### config.mk
export PLATFORM = sky130hd
export DESIGN_NAME = cmf_card_monitor
export DESIGN_NICKNAME = d
export VERILOG_FILES = /design/src/shared/cmf_pkg.sv /design/src/cmf_card_monitor.sv
export VERILOG_INCLUDE_DIRS = /design/src /design/src/shared
export SDC_FILE = /design/constraint.sdc
export NUM_CORES = 1
export LEC_CHECK = 0
export ABC_CLOCK_PERIOD_IN_PS = 2490
export BUFFER_PORTS_ARGS = -buffer_cell sky130_fd_sc_hd__buf_4
export CAP_MARGIN = 30
export CORE_MARGIN = 1.5
export CORE_UTILIZATION = 45
export CTS_BUF_LIST = sky130_fd_sc_hd__clkbuf_8
export DETAILED_ROUTE_END_ITERATION = 10
export SETUP_SLACK_MARGIN = 0.5
export SLEW_MARGIN = 5
export SYNTH_ARGS = -nofsm -noshare
export SYNTH_HDL_FRONTEND = slang
export SYNTH_SLANG_ARGS = --single-unit
### constraint.sdc
create_clock -name clk -period 2.49 [get_ports clk]
set_input_delay 0.1245 -clock clk [delete_from_list [all_inputs] [get_ports clk]]
set_output_delay 0.1245 -clock clk [all_outputs]
set_load 0.05 [all_outputs]
### src/shared/cmf_defines.svh
/*
  Constants for the card monitor status framer: frame layout, field codes,
  timing figures and the register map.
  Assumes a single 100 MHz clock domain; included by bare name.
*/
`ifndef CMF_DEFINES_SVH
`define CMF_DEFINES_SVH

`define CMF_CLK_MHZ          100
`define CMF_REPEAT_MS        500
`define CMF_REPEAT_CYC       (`CMF_REPEAT_MS * 1000 * `CMF_CLK_MHZ)
`define CMF_BEEP_US          100000
`define CMF_BEEP_CYC         (`CMF_BEEP_US * `CMF_CLK_MHZ)
`define CMF_BLINK_US         250000
`define CMF_BLINK_CYC        (`CMF_BLINK_US * `CMF_CLK_MHZ)
`define CMF_HOLD_US          300000
`define CMF_HOLD_CYC         (`CMF_HOLD_US * `CMF_CLK_MHZ)

`define CMF_START_BYTE       8'hAA
`define CMF_MSG_TYPE         8'h01
`define CMF_POS_START        6'd0
`define CMF_LEN_CRC          6'd32
`define CMF_LEN_NOCRC        6'd30
`define CMF_POS_ADDR         6'd1
`define CMF_POS_TYPE         6'd2
`define CMF_POS_HW_MAJ       6'd3
`define CMF_POS_HW_MIN       6'd5
`define CMF_POS_FW_MAJ       6'd7
`define CMF_POS_FW_MIN       6'd9
`define CMF_POS_BUILD        6'd11
`define CMF_POS_DATE         6'd15
`define CMF_POS_IFACE        6'd21
`define CMF_POS_INTEG        6'd22
`define CMF_POS_PROFILE      6'd23
`define CMF_POS_RSV_FUT      6'd24
`define CMF_POS_CARD         6'd25
`define CMF_POS_RSV_MFR      6'd29
`define CMF_POS_CRC_HI       6'd30
`define CMF_POS_CRC_LO       6'd31
`define CMF_CRC_INIT         16'hFFFF
`define CMF_CRC_POLY         16'h1021
`define CMF_DEF_ADDR         8'h01
`define CMF_DEF_RESET_ID     32'h00000000

`define CMF_REG_CTRL         4'h0
`define CMF_REG_ADDR         4'h1
`define CMF_REG_HW           4'h2
`define CMF_REG_FW           4'h3
`define CMF_REG_BUILD        4'h4
`define CMF_REG_DATE_HI      4'h5
`define CMF_REG_DATE_LO      4'h6
`define CMF_REG_RESET_ID     4'h7
`define CMF_REG_STATUS       4'h8
`define CMF_REG_LAST_ID      4'h9
`define CMF_CTRL_INTEG_BIT   0
`define CMF_CTRL_IFACE_LSB   8
`define CMF_CTRL_PROF_LSB    16
`define CMF_IFACE_MAX        8'h05
`define CMF_PROFILE_MAX      8'h03

`endif

### src/shared/cmf_pkg.sv
/*
  Types for the card monitor status framer.
  Assumes cmf_defines.svh is on the include path.
*/
package cmf_pkg;
  typedef enum logic [1:0] {
    CMF_IDLE,
    CMF_PRESENT,
    CMF_HOLD
  } cmf_led_state_t;
  typedef enum logic [1:0] {
    CMF_TX_IDLE,
    CMF_TX_SEND
  } cmf_tx_state_t;
endpackage

### src/cmf_card_monitor.sv
/*
  Card monitor and unsolicited status framer: compares scanned card ids,
  drives buzzer and LED, performs factory-reset match, and streams a 30/32
  byte status frame with optional CRC-16 CCITT trailer, MSB first.
  Assumes card_present and card_detect come from logic on clk; the frame
  sink is a valid/ready byte stream; registers sit on Avalon-MM.
*/
// Added by the designer: the Avalon-MM interface to the registers and the placing of the registers.
// Contract
// - compare each detected id with the last scanned id to judge newness
// - new or different card gives one buzzer beep and starts LED blinking
// - id equal to stored reset id restores factory settings, buzzer silent
// - id differing from reset id is handled as a normal new card
// - new card triggers a status frame without any request from master; a new card scanned while a frame is going out gets none
// - card staying in field keeps LED blinking and buzzer silent
// - same id rescanned counts as new only after 500 ms or more
// - on removal LED stops blinking, stays on briefly, then goes off
// - after removal LED and buzzer clear and monitor returns to standby
// - frame is 32 bytes with integrity check on, 30 bytes when off
// - byte 0 is start value 0xAA
// - byte 1 is node address, 1..255, factory default 01
// - byte 2 is message type 0x01
// - bytes 3-10 carry hardware and firmware major/minor versions
// - bytes 11-14 build number, bytes 15-20 build date
// - byte 21 host interface code 0x00..0x05
// - byte 22 integrity setting, 0x00 off, 0x01 on
// - byte 23 operating profile code 0x00..0x03
// - bytes 24 and 29 are reserved, sent as zero
// - bytes 25-28 carry the scanned card identifier
// - bytes 30-31 carry CRC-16 CCITT over bytes 0-29
`include "cmf_defines.svh"
module cmf_card_monitor #(
  parameter int unsigned REPEAT_CYC = `CMF_REPEAT_CYC,
  parameter int unsigned BEEP_CYC   = `CMF_BEEP_CYC,
  parameter int unsigned BLINK_CYC  = `CMF_BLINK_CYC,
  parameter int unsigned HOLD_CYC   = `CMF_HOLD_CYC
) (
  // clock and reset
  input  wire logic        clk,
  input  wire logic        resetn,
  // card reader
  input  wire logic        card_present,
  input  wire logic        card_detect,
  input  wire logic [31:0] card_unique_identifier,
  // user feedback
  output logic             buzzer,
  output logic             led,
  output logic             factory_reset_pulse,
  // status frame stream
  output logic [7:0]       frame_data,
  output logic             frame_valid,
  output logic             frame_last,
  input  wire logic        frame_ready,
  // avalon-mm slave
  input  wire logic [3:0]  avs_address,
  input  wire logic        avs_read,
  input  wire logic        avs_write,
  input  wire logic [31:0] avs_writedata,
  output logic [31:0]      avs_readdata,
  output logic             avs_waitrequest
);
  // scan history and indicator timers
  logic [31:0] last_id_reg;
  logic        have_last_reg;
  logic [31:0] since_reg;
  logic [31:0] beep_cnt_reg;
  logic [31:0] blink_cnt_reg;
  logic [31:0] hold_cnt_reg;
  logic        blink_reg;
  cmf_pkg::cmf_led_state_t led_state_reg;
  cmf_pkg::cmf_tx_state_t  tx_state_reg;
  // configuration
  logic [7:0]  addr_reg;
  logic        integ_reg;
  logic [7:0]  iface_reg;
  logic [7:0]  profile_reg;
  logic [31:0] hw_reg;
  logic [31:0] fw_reg;
  logic [31:0] build_reg;
  logic [15:0] date_hi_reg;
  logic [31:0] date_lo_reg;
  logic [31:0] reset_id_reg;
  // frame engine and bus
  logic [31:0] frame_id_reg;
  logic [5:0]  idx_reg;
  logic [15:0] crc_reg;
  logic        rd_ack_reg;
  logic        is_same;
  logic        is_new;
  logic        is_reset;
  logic        scan_new;
  logic [7:0]  cur_byte;
  logic [5:0]  frame_len;
  logic [15:0] crc_next;
  logic [5:0]  idx_next;
  logic [15:0] crc_upd;
  logic        beat;
  logic        factory_now;

  assign is_same  = have_last_reg && (card_unique_identifier == last_id_reg);
  assign is_new   = card_detect && (!is_same || since_reg >= REPEAT_CYC);
  assign is_reset = card_unique_identifier == reset_id_reg;
  assign scan_new = is_new && !is_reset;
  assign factory_now = is_new && is_reset;

  always_ff @(posedge clk) begin
    if (!resetn) begin
      last_id_reg   <= 32'h0;
      have_last_reg <= 1'b0;
      since_reg     <= 32'h0;
    end else if (is_new) begin
      last_id_reg   <= card_unique_identifier;
      have_last_reg <= 1'b1;
      since_reg     <= 32'h0;
    end else if (since_reg < REPEAT_CYC) begin
      since_reg <= since_reg + 32'd1;
    end
  end

  // exactly one beep per new card; reset cards stay silent
  // a new-card scan during a beep restarts it, so the tone runs on for a full beep from that scan
  always_ff @(posedge clk) begin
    if (!resetn) begin
      beep_cnt_reg <= 32'h0;
    end else if (scan_new) begin
      beep_cnt_reg <= BEEP_CYC;
    end else if (beep_cnt_reg != 32'h0) begin
      beep_cnt_reg <= beep_cnt_reg - 32'd1;
    end
  end
  assign buzzer = beep_cnt_reg != 32'h0;

  // led sequencing
  always_ff @(posedge clk) begin
    if (!resetn) begin
      led_state_reg <= cmf_pkg::CMF_IDLE;
      hold_cnt_reg  <= 32'h0;
    end else begin
      unique case (led_state_reg)
        cmf_pkg::CMF_IDLE: begin
          if (scan_new) begin
            led_state_reg <= cmf_pkg::CMF_PRESENT;
          end
        end
        cmf_pkg::CMF_PRESENT: begin
          if (!card_present && !scan_new) begin
            led_state_reg <= cmf_pkg::CMF_HOLD;
            hold_cnt_reg  <= HOLD_CYC;
          end
        end
        cmf_pkg::CMF_HOLD: begin
          if (scan_new) begin
            led_state_reg <= cmf_pkg::CMF_PRESENT;
          end else if (hold_cnt_reg <= 32'd1) begin
            led_state_reg <= cmf_pkg::CMF_IDLE;
            hold_cnt_reg  <= 32'h0;
          end else begin
            hold_cnt_reg <= hold_cnt_reg - 32'd1;
          end
        end
      endcase
    end
  end

  // blink runs as long as the card stays
  always_ff @(posedge clk) begin
    if (!resetn || led_state_reg != cmf_pkg::CMF_PRESENT) begin
      blink_cnt_reg <= 32'h0;
      blink_reg     <= 1'b1;
    end else if (blink_cnt_reg >= BLINK_CYC - 1) begin
      blink_cnt_reg <= 32'h0;
      blink_reg     <= !blink_reg;
    end else begin
      blink_cnt_reg <= blink_cnt_reg + 32'd1;
    end
  end
  assign led = (led_state_reg == cmf_pkg::CMF_PRESENT) ? blink_reg :
               (led_state_reg == cmf_pkg::CMF_HOLD);

  always_ff @(posedge clk) begin
    if (!resetn) begin
      factory_reset_pulse <= 1'b0;
    end else begin
      factory_reset_pulse <= factory_now;
    end
  end

  // index of the byte that the pins show after this edge
  // idle parks it on the start byte, so a new frame opens without a bubble
  always_comb begin
    idx_next = idx_reg;
    if (tx_state_reg != cmf_pkg::CMF_TX_SEND) begin
      idx_next = `CMF_POS_START;
    end else if (beat) begin
      idx_next = idx_reg + 6'd1;
    end
  end

  // crc after this edge, so the trailer is ready as the last data byte goes
  assign crc_upd = (beat && idx_reg < `CMF_POS_CRC_HI) ? crc_next : crc_reg;

  // byte mux one index ahead of the pins, multi-byte fields most significant first
  always_comb begin
    cur_byte = 8'h00;
    unique case (idx_next)
      `CMF_POS_START:          cur_byte = `CMF_START_BYTE;
      `CMF_POS_ADDR:           cur_byte = addr_reg;
      `CMF_POS_TYPE:           cur_byte = `CMF_MSG_TYPE;
      `CMF_POS_HW_MAJ:         cur_byte = hw_reg[31:24];
      `CMF_POS_HW_MAJ + 6'd1:  cur_byte = hw_reg[23:16];
      `CMF_POS_HW_MIN:         cur_byte = hw_reg[15:8];
      `CMF_POS_HW_MIN + 6'd1:  cur_byte = hw_reg[7:0];
      `CMF_POS_FW_MAJ:         cur_byte = fw_reg[31:24];
      `CMF_POS_FW_MAJ + 6'd1:  cur_byte = fw_reg[23:16];
      `CMF_POS_FW_MIN:         cur_byte = fw_reg[15:8];
      `CMF_POS_FW_MIN + 6'd1:  cur_byte = fw_reg[7:0];
      `CMF_POS_BUILD:          cur_byte = build_reg[31:24];
      `CMF_POS_BUILD + 6'd1:   cur_byte = build_reg[23:16];
      `CMF_POS_BUILD + 6'd2:   cur_byte = build_reg[15:8];
      `CMF_POS_BUILD + 6'd3:   cur_byte = build_reg[7:0];
      `CMF_POS_DATE:           cur_byte = date_hi_reg[15:8];
      `CMF_POS_DATE + 6'd1:    cur_byte = date_hi_reg[7:0];
      `CMF_POS_DATE + 6'd2:    cur_byte = date_lo_reg[31:24];
      `CMF_POS_DATE + 6'd3:    cur_byte = date_lo_reg[23:16];
      `CMF_POS_DATE + 6'd4:    cur_byte = date_lo_reg[15:8];
      `CMF_POS_DATE + 6'd5:    cur_byte = date_lo_reg[7:0];
      `CMF_POS_IFACE:          cur_byte = iface_reg;
      `CMF_POS_INTEG:          cur_byte = {7'h00, integ_reg};
      `CMF_POS_PROFILE:        cur_byte = profile_reg;
      `CMF_POS_CARD:           cur_byte = frame_id_reg[31:24];
      `CMF_POS_CARD + 6'd1:    cur_byte = frame_id_reg[23:16];
      `CMF_POS_CARD + 6'd2:    cur_byte = frame_id_reg[15:8];
      `CMF_POS_CARD + 6'd3:    cur_byte = frame_id_reg[7:0];
      `CMF_POS_CRC_HI:         cur_byte = crc_upd[15:8];
      `CMF_POS_CRC_LO:         cur_byte = crc_upd[7:0];
      default:                 cur_byte = 8'h00;
    endcase
  end

  // bitwise CRC-16 CCITT step over one byte
  // it steps over the byte on the pins, which is the one being accepted
  always_comb begin
    crc_next = crc_reg;
    for (int i = 7; i >= 0; i--) begin
      if (crc_next[15] ^ frame_data[i]) begin
        crc_next = {crc_next[14:0], 1'b0} ^ `CMF_CRC_POLY;
      end else begin
        crc_next = {crc_next[14:0], 1'b0};
      end
    end
  end

  assign frame_len = integ_reg ? `CMF_LEN_CRC : `CMF_LEN_NOCRC;
  assign beat      = frame_valid && frame_ready;

  // a new card launches a frame on its own; a scan during a frame is dropped
  always_ff @(posedge clk) begin
    if (!resetn) begin
      tx_state_reg <= cmf_pkg::CMF_TX_IDLE;
      idx_reg      <= 6'd0;
      crc_reg      <= `CMF_CRC_INIT;
      frame_id_reg <= 32'h0;
    end else begin
      unique case (tx_state_reg)
        cmf_pkg::CMF_TX_IDLE: begin
          if (scan_new) begin
            tx_state_reg <= cmf_pkg::CMF_TX_SEND;
            frame_id_reg <= card_unique_identifier;
            idx_reg      <= 6'd0;
            crc_reg      <= `CMF_CRC_INIT;
          end
        end
        cmf_pkg::CMF_TX_SEND: begin
          if (beat) begin
            if (idx_reg < `CMF_POS_CRC_HI) begin
              crc_reg <= crc_next;
            end
            if (idx_reg == frame_len - 6'd1) begin
              tx_state_reg <= cmf_pkg::CMF_TX_IDLE;
            end
            idx_reg <= idx_reg + 6'd1;
          end
        end
      endcase
    end
  end
  assign frame_valid = tx_state_reg == cmf_pkg::CMF_TX_SEND;
  assign frame_last  = frame_valid && (idx_reg == frame_len - 6'd1);

  // registered so the byte lines never glitch while the sink samples them
  always_ff @(posedge clk) begin
    if (!resetn) begin
      frame_data <= 8'h00;
    end else begin
      frame_data <= cur_byte;
    end
  end

  // configuration registers; factory reset restores defaults
  always_ff @(posedge clk) begin
    if (!resetn || factory_now) begin
      addr_reg     <= `CMF_DEF_ADDR;
      integ_reg    <= 1'b1;
      iface_reg    <= 8'h00;
      profile_reg  <= 8'h00;
      hw_reg       <= 32'h0;
      fw_reg       <= 32'h0;
      build_reg    <= 32'h0;
      date_hi_reg  <= 16'h0;
      date_lo_reg  <= 32'h0;
    end else if (avs_write) begin
      unique case (avs_address)
        `CMF_REG_CTRL: begin
          integ_reg   <= avs_writedata[`CMF_CTRL_INTEG_BIT];
          // out-of-range codes leave the field as it was
          if (avs_writedata[`CMF_CTRL_IFACE_LSB +: 8] <= `CMF_IFACE_MAX) begin
            iface_reg <= avs_writedata[`CMF_CTRL_IFACE_LSB +: 8];
          end
          if (avs_writedata[`CMF_CTRL_PROF_LSB +: 8] <= `CMF_PROFILE_MAX) begin
            profile_reg <= avs_writedata[`CMF_CTRL_PROF_LSB +: 8];
          end
        end
        `CMF_REG_ADDR: begin
          if (avs_writedata[7:0] != 8'h00) begin
            addr_reg <= avs_writedata[7:0];
          end
        end
        `CMF_REG_HW:      hw_reg      <= avs_writedata;
        `CMF_REG_FW:      fw_reg      <= avs_writedata;
        `CMF_REG_BUILD:   build_reg   <= avs_writedata;
        `CMF_REG_DATE_HI: date_hi_reg <= avs_writedata[15:0];
        `CMF_REG_DATE_LO: date_lo_reg <= avs_writedata;
        default: begin
        end
      endcase
    end
  end

  // reset identifier lives outside factory defaults so the reset card keeps working
  always_ff @(posedge clk) begin
    if (!resetn) begin
      reset_id_reg <= `CMF_DEF_RESET_ID;
    end else if (avs_write && avs_address == `CMF_REG_RESET_ID) begin
      reset_id_reg <= avs_writedata;
    end
  end

  // reads take one wait cycle so readdata comes from a flop
  always_ff @(posedge clk) begin
    if (!resetn) begin
      rd_ack_reg   <= 1'b0;
      avs_readdata <= 32'h0;
    end else begin
      rd_ack_reg <= avs_read && !rd_ack_reg;
      unique case (avs_address)
        `CMF_REG_CTRL:     avs_readdata <= {8'h00, profile_reg, iface_reg, 7'h00, integ_reg};
        `CMF_REG_ADDR:     avs_readdata <= {24'h0, addr_reg};
        `CMF_REG_HW:       avs_readdata <= hw_reg;
        `CMF_REG_FW:       avs_readdata <= fw_reg;
        `CMF_REG_BUILD:    avs_readdata <= build_reg;
        `CMF_REG_DATE_HI:  avs_readdata <= {16'h0, date_hi_reg};
        `CMF_REG_DATE_LO:  avs_readdata <= date_lo_reg;
        `CMF_REG_RESET_ID: avs_readdata <= reset_id_reg;
        `CMF_REG_STATUS:   avs_readdata <= {26'h0, frame_valid, buzzer, led,
                                            card_present, led_state_reg};
        `CMF_REG_LAST_ID:  avs_readdata <= last_id_reg;
        default:           avs_readdata <= 32'h0;
      endcase
    end
  end
  assign avs_waitrequest = avs_read && !rd_ack_reg;
endmodule

Word level (Yosys, flattened, before mapping)
Index checks and enable logic that the tools add are counted.
{ "totals": {"out_inout_bits": 46, "wordCells": 191, "register_bits": 463, "in_bits": 75} }
{ "op_classes": {"n_bitwise": 17, "muxes": 35, "order_cmp": 7, "n_eq_ne": 54, "add_sub_neg": 6, "reduce_logical": 45} }
{ "ops": {"columns": ["cell", "count"], "rows": [
  ["$pmux 32 s10", 1],
  ["$pmux 8 s30", 1],
  ["$mux 13", 8],
  ["$mux 32", 3],
  ["$eq 6x5->1 const B", 14],
  ["$add 32x1->32 const B", 2],
  ["$eq 32x32->1", 2],
  ["$mux 16", 4],
  ["$pmux 32 s2", 1],
  ["$sub 32x1->32 const B", 2],
  ["$eq 6x4->1 const B", 8],
  ["$mux 24", 2],
  ["$ge 32x25->1 const B", 1],
  ["$ge 32x26->1 const B", 1],
  ["$le 32x1->1 const B", 1],
  ["$lt 32x26->1 const B", 1],
  ["$pmux 16 s2", 1],
  ["$reduce_bool 32->1", 1],
  ["$eq 6x3->1 const B", 4],
  ["$mux 6", 4],
  ["$not 3->3", 8],
  ["$reduce_and 3->1", 7],
  ["$eq 4x3->1 const B", 4],
  ["$reduce_and 2->1", 7],
  ["32 further kinds", 76]
]} }

Longest topological paths before layout
{ "logic_depth": {"ltp_word": 19, "ltp_mapped": 11, "depth_no_buf": 9} }

Least setup slack after synthesis
OpenSTA, ideal clock, no wires.
{ "synth_path": {"kind": "reg2reg", "from": "register tx_state_reg[0]", "to": "register tx_state_reg[0]", "path_buffers": 1, "required_time_ps": 2264, "arrival_ps": 3011, "path_slack_ps": -748, "path_stages_with_launch": 5, "synth_period_minus_slack_ps": 3238, "setup_time_ps": 226, "cell_sequence": "dfxtp_1 clkbuf_1 nand2_1 nor4b_1 a221oi_1"} }
{ "synth_via": {"elab_chain_len": 4, "word_cells_on_any_way": 8, "classes_between": "4 x eq/ne; 1 x mux; 3 x reduce/logical"} }
{ "synth_rtl": {"columns": ["item", "line_no", "source"], "rows": [
  ["start: declaration", "cmf_card_monitor.sv:71", "cmf_pkg::cmf_tx_state_t tx_state_reg;"],
  ["start signal: assignment", "cmf_card_monitor.sv:259", "tx_state_reg <= cmf_pkg::CMF_TX_IDLE;"],
  ["start signal: assignment", "cmf_card_monitor.sv:267", "tx_state_reg <= cmf_pkg::CMF_TX_SEND;"],
  ["start signal: assignment", "cmf_card_monitor.sv:279", "tx_state_reg <= cmf_pkg::CMF_TX_IDLE;"],
  ["$eq 2x1->1", "cmf_card_monitor.sv:264, cmf_card_monitor.sv:287", null],
  ["$logic_and 1x1->1", "cmf_card_monitor.sv:254", "assign beat = frame_valid && frame_ready;"],
  ["$ne 2x1->1 (no line)", null, null],
  ["$reduce_and 3->1 (no line)", null, null]
]} }
Several ways; a longest one is shown, not always the timed one.
A chain may end at the register's enable or synchronous reset.

Worst setup path in the final report
{ "layout_path": {"from": "register beep_cnt_reg[12]", "to": "register beep_cnt_reg[6]"} }
{ "layout_via": {"elab_chain_len": 1} }
{ "layout_rtl": {"columns": ["item", "line_no", "source"], "rows": [
  ["start: declaration", "cmf_card_monitor.sv:66", "logic [31:0] beep_cnt_reg;"],
  ["start signal: assignment", "cmf_card_monitor.sv:128", "beep_cnt_reg <= beep_cnt_reg - 32'd1;"],
  ["$reduce_bool 32->1", "cmf_card_monitor.sv:127", "end else if (beep_cnt_reg != 32'h0) begin"]
]} }
No other way between the ends.

==> impl_metrics.prom <==
# TYPE chip_impl_metric gauge
chip_impl_info{name="synth.cells.most_frequent",value="558 x nand2_1, 462 x dfxtp_1, 276 x a21oi_1, 205 x nor2_1, 156 x clkbuf_1"} 1
chip_impl_metric{name="clock_path_buffers",unit=""} 3
chip_impl_metric{name="synth_simple_gate_area_share",unit=""} 0.2345
chip_impl_metric{name="netlist-cell-type-count",unit=""} 84
chip_impl_metric{name="filler_cell_count",unit=""} 3518
chip_impl_metric{name="drv_slew",unit=""} 0
chip_impl_metric{name="drc",unit=""} 0
chip_impl_info{name="crit_chain",value="or4_4 > buf_4 > buf_6 > nor4b_4 > nand4b_1 > buf_4 > o211ai_1 > buf_4 > nor3_1 > xnor2_1 > nor2_4"} 1
chip_impl_metric{name="synth-compound-area-share",unit=""} 0.2032
chip_impl_metric{name="drt-pass1-iter-count",unit=""} 6
chip_impl_metric{name="grt_usage",unit=""} 0.4367
chip_impl_info{name="synth_top_family_by_area",value="simple AND/OR/NAND/NOR gates"} 1
chip_impl_metric{name="yosys.area_share.xor_xnor",unit=""} 0.06772
chip_impl_metric{name="yosysTopAreaCellShare",unit=""} 0.4282
chip_impl_metric{name="die-height",unit="µm"} 222.1
chip_impl_metric{name="setup_viol",unit=""} 300
chip_impl_metric{name="clock_sinks",unit=""} 462
chip_impl_metric{name="fp.dieArea",unit="µm²"} 49320
chip_impl_info{name="synth_top_cells_by_area",value="dfxtp_1 43%, nand2_1 9.7%, a21oi_1 6.4%"} 1
chip_impl_metric{name="place.port_buffers",unit=""} 120
chip_impl_metric{name="postLayoutSetupSlackWorst",unit="ns"} -0.2762
chip_impl_metric{name="worst-slew-pin-transition",unit="ns"} 0.9963
chip_impl_metric{name="total_power",unit="mW"} 18.19
chip_impl_metric{name="worstPathRequired",unit="ns"} 3.06
chip_impl_metric{name="hpwl_detailed",unit="µm"} 76790
chip_impl_metric{name="synth_warnings",unit=""} 0
chip_impl_metric{name="area_growth_syn_to_layout",unit="%"} 55.75
chip_impl_metric{name="grt_first_pass_wirelength",unit="µm"} 159100
chip_impl_metric{name="first_global_vias",unit=""} 23840
chip_impl_metric{name="slew-limit-headroom",unit=""} 0.3358
chip_impl_metric{name="ctsHtreeMaxLevel",unit=""} 3
chip_impl_info{name="crit_type",value="register to register"} 1
chip_impl_metric{name="detail_route.wirelength",unit="µm"} 115200
chip_impl_metric{name="syn_area_per_cell",unit="µm²"} 8.053
chip_impl_info{name="setup.worst_path.start_class",value="register"} 1
chip_impl_metric{name="core_region_area",unit="µm²"} 47550
chip_impl_metric{name="cp_slowest_stage_delay",unit="ns"} 0.53
chip_impl_metric{name="place.gp.congestion",unit=""} 1.179
chip_impl_metric{name="fin_nets",unit=""} 3340
chip_impl_metric{name="die_w",unit="µm"} 222.1
chip_impl_metric{name="setup_total_negative_slack",unit="ns"} -29.19
chip_impl_metric{name="final-instance-count-excl-fill",unit=""} 3934
chip_impl_metric{name="detailedRoute.firstIterationViolations",unit=""} 3487
chip_impl_metric{name="clkSlewWorstSetupHoldPaths",unit="ns"} 0.06
chip_impl_info{name="root_buffer",value="clkbuf_8"} 1
chip_impl_metric{name="avgRoutedWirePerCell",unit="µm"} 29.29
chip_impl_metric{name="globalRouteOverflowTotal",unit=""} 0
chip_impl_metric{name="synth-async-reset-ratio",unit=""} 0
chip_impl_metric{name="finalCriticalPeriod",unit="ns"} 2.766
chip_impl_metric{name="largest_net_degree_at_the_start_of_global_routing",unit=""} 53
chip_impl_metric{name="synthCells",unit=""} 2682
chip_impl_info{name="violations",value="negative setup slack"} 1
chip_impl_metric{name="antenna_left",unit=""} 0
chip_impl_metric{name="cell_area_after_synthesis",unit="µm²"} 21600
chip_impl_metric{name="synth.mux.area_fraction",unit=""} 0.02155
chip_impl_info{name="timing.critical_path.mode_cell",value="buf_4"} 1
chip_impl_info{name="outcome",value="finished with violations"} 1
chip_impl_info{name="hold_class",value="input port to register"} 1
chip_impl_metric{name="timing.fmax",unit="GHz"} 0.3615
chip_impl_metric{name="power_leakage",unit="nW"} 12.49
chip_impl_info{name="clock_tree_from_tritoncts",value="yes"} 1
chip_impl_metric{name="finalHoldWorstSlack",unit="ns"} 0.09015
chip_impl_metric{name="drt-vias-per-instance",unit=""} 6.457
chip_impl_metric{name="vdd_ir_drop_max",unit="mV"} 0.6576
chip_impl_metric{name="postSynthRegisterBits",unit=""} 462
chip_impl_metric{name="clock_latency",unit="ns"} 0.72
chip_impl_metric{name="report.final.hold_viol_count",unit=""} 0
chip_impl_metric{name="timing.final.crit_share",unit=""} 1.111
chip_impl_info{name="timing.critical_path.to_type",value="register"} 1
chip_impl_info{name="yosysMostFrequentCell",value="nand2_1"} 1
chip_impl_metric{name="max_cap_violations",unit=""} 0
chip_impl_metric{name="design.portCount",unit=""} 121
chip_impl_info{name="crit_slowest_cell",value="or4_4"} 1
chip_impl_metric{name="cp_max_fo",unit=""} 4
chip_impl_metric{name="cts-buffers-inserted",unit=""} 82
chip_impl_metric{name="initial_core_util",unit=""} 0.4543
chip_impl_metric{name="layout-drive-gt1-share",unit=""} 0.3881
chip_impl_metric{name="power_density",unit="nW/µm²"} 540.7
chip_impl_metric{name="worstPathArrival",unit="ns"} 3.33
chip_impl_info{name="synth.largest_area_cell",value="dfxtp_1"} 1
chip_impl_metric{name="clock_skew",unit="ns"} 0.04418
chip_impl_info{name="grt_setup_unrepaired",value="true"} 1
chip_impl_metric{name="vias",unit=""} 25400
chip_impl_metric{name="register_area_share_after_synthesis",unit=""} 0.4282
chip_impl_metric{name="post_synth_fa_ha_maj_area_fraction",unit=""} 0.004634
chip_impl_metric{name="antenna_found_initial",unit=""} 4
chip_impl_metric{name="fp-row-count",unit=""} 80
chip_impl_metric{name="synth-edff-count",unit=""} 0
chip_impl_metric{name="dp.cells",unit=""} 3570
chip_impl_info{name="synth_top_flop_cell",value="dfxtp_1"} 1
==> final cells by class <==
| type | count | area, µm² | area share |
|---|---|---|---|
| timing repair buffer | 670 | 7089 | 0.2107 |
| antenna | 3 | 7.507 | 0.0002232 |
| multi-input combinational | 2017 | 14750 | 0.4385 |
| clock buffer | 104 | 1431 | 0.04255 |
| inverter | 24 | 92.59 | 0.002752 |
| sequential | 462 | 9284 | 0.2760 |
| tap | 615 | 769.5 | 0.02287 |
| clock inverter | 39 | 215.2 | 0.006397 |
==> worst max-delay path: cells and delay by family, from the launching register on <==
kind,cells,cell delay (ns)
DFF,1,0.32
and+or+nand+nor,5,1.13
AOI/OAI and AO/OA,1,0.22
buffers and inverters,4,0.63
xor gates and xnor gates,1,0.34
==> logic make-up (layout without fill, tap and decap cells) <==
logic type      count (synthesis)  after routing
xor+xnor                      167            167
simple gates                 1119           1121
buf+inv                       211            837
mux                            45             45
fa+ha+maj                       8              8
compound gates                669            669
other cells                     1             10
flops                         462            462
==> path summary, 6_finish.rpt <==
| check | endpoint | slack, ns | startpoint | depth (start not counted) |
|---|---|---|---|---|
| worst max register to register | beep_cnt_reg[6]$_SDFFE_PP0P_ | -0.28 | beep_cnt_reg[12]$_SDFFE_PN0P_ | 11 |
| worst min register to register | profile_reg[6]$_SDFFE_PP0P_ | 0.47 | profile_reg[6]$_SDFFE_PP0P_ | 2 |
| worst min-delay path | avs_readdata[4]$_SDFF_PN0_ | 0.09 | avs_address[3] | 5 |
| worst max-delay path | beep_cnt_reg[6]$_SDFFE_PP0P_ | -0.28 | beep_cnt_reg[12]$_SDFFE_PN0P_ | 11 |
==> cells in the final DEF, fill, tap and decap left out, drive strengths merged, types with 21 or more instances in the layout <==
cell           n
nor2         205
nor3          57
a22oi        109
xnor2         49
nand2        561
and3          27
buf          582
nor4          47
o21ai         60
nand4         45
clkbuf       116
a22o          21
dlygate4sd3   74
mux2i         43
dfxtp        462
xor2         118
a21oi        276
a31oi         35
inv           53
nand3         78
==> through the flow <==
step | utilization | worst slack (ns) | cell area (µm²)
detailed placement | 0.5570 | -0.3254 | 26480
finish | 0.7076 | -0.2762 | 33640
global placement | 0.5570 | -0.2857 | 26480
floorplan | - | -0.08306 | 23280
global route | 0.7074 | -0.3632 | 33630
CTS | 0.6669 | -0.2776 | 31710
==> report_power, final <==
part / leakage, nW / internal, mW / total (mW) / switching (mW)
clock network: 0.943 / 3.85 / 7.28 / 3.42
registers: 3.76 / 7.58 / 7.82 / 0.242
logic: 7.79 / 1.34 / 3.10 / 1.75
total: 12.5 / 12.8 / 18.2 / 5.42
==> routing by layer <==
layer / global-route usage / part of all wire / wire length, µm
met3: 0.09899 / 0.11 / 12120
met1: 0.5367 / 0.37 / 42680
met4: 0.2903 / 0.083 / 9556
met5: 0 / 0.00023 / 26
met2: 0.6855 / 0.44 / 50850
==> repair_timing <==
action / 4_1_cts / 5_1_grt
gates cloned: 31 / 16
gates resized for setup: 294 / 337
setup endpoints to repair: 393 / 396
hold endpoints to repair: 289 / 0
pin swaps: 144 / 115
buffers inserted: 78 / 19
hold buffers: 74 / 0
No activity file was read; power rests on OpenSTA's default activity.
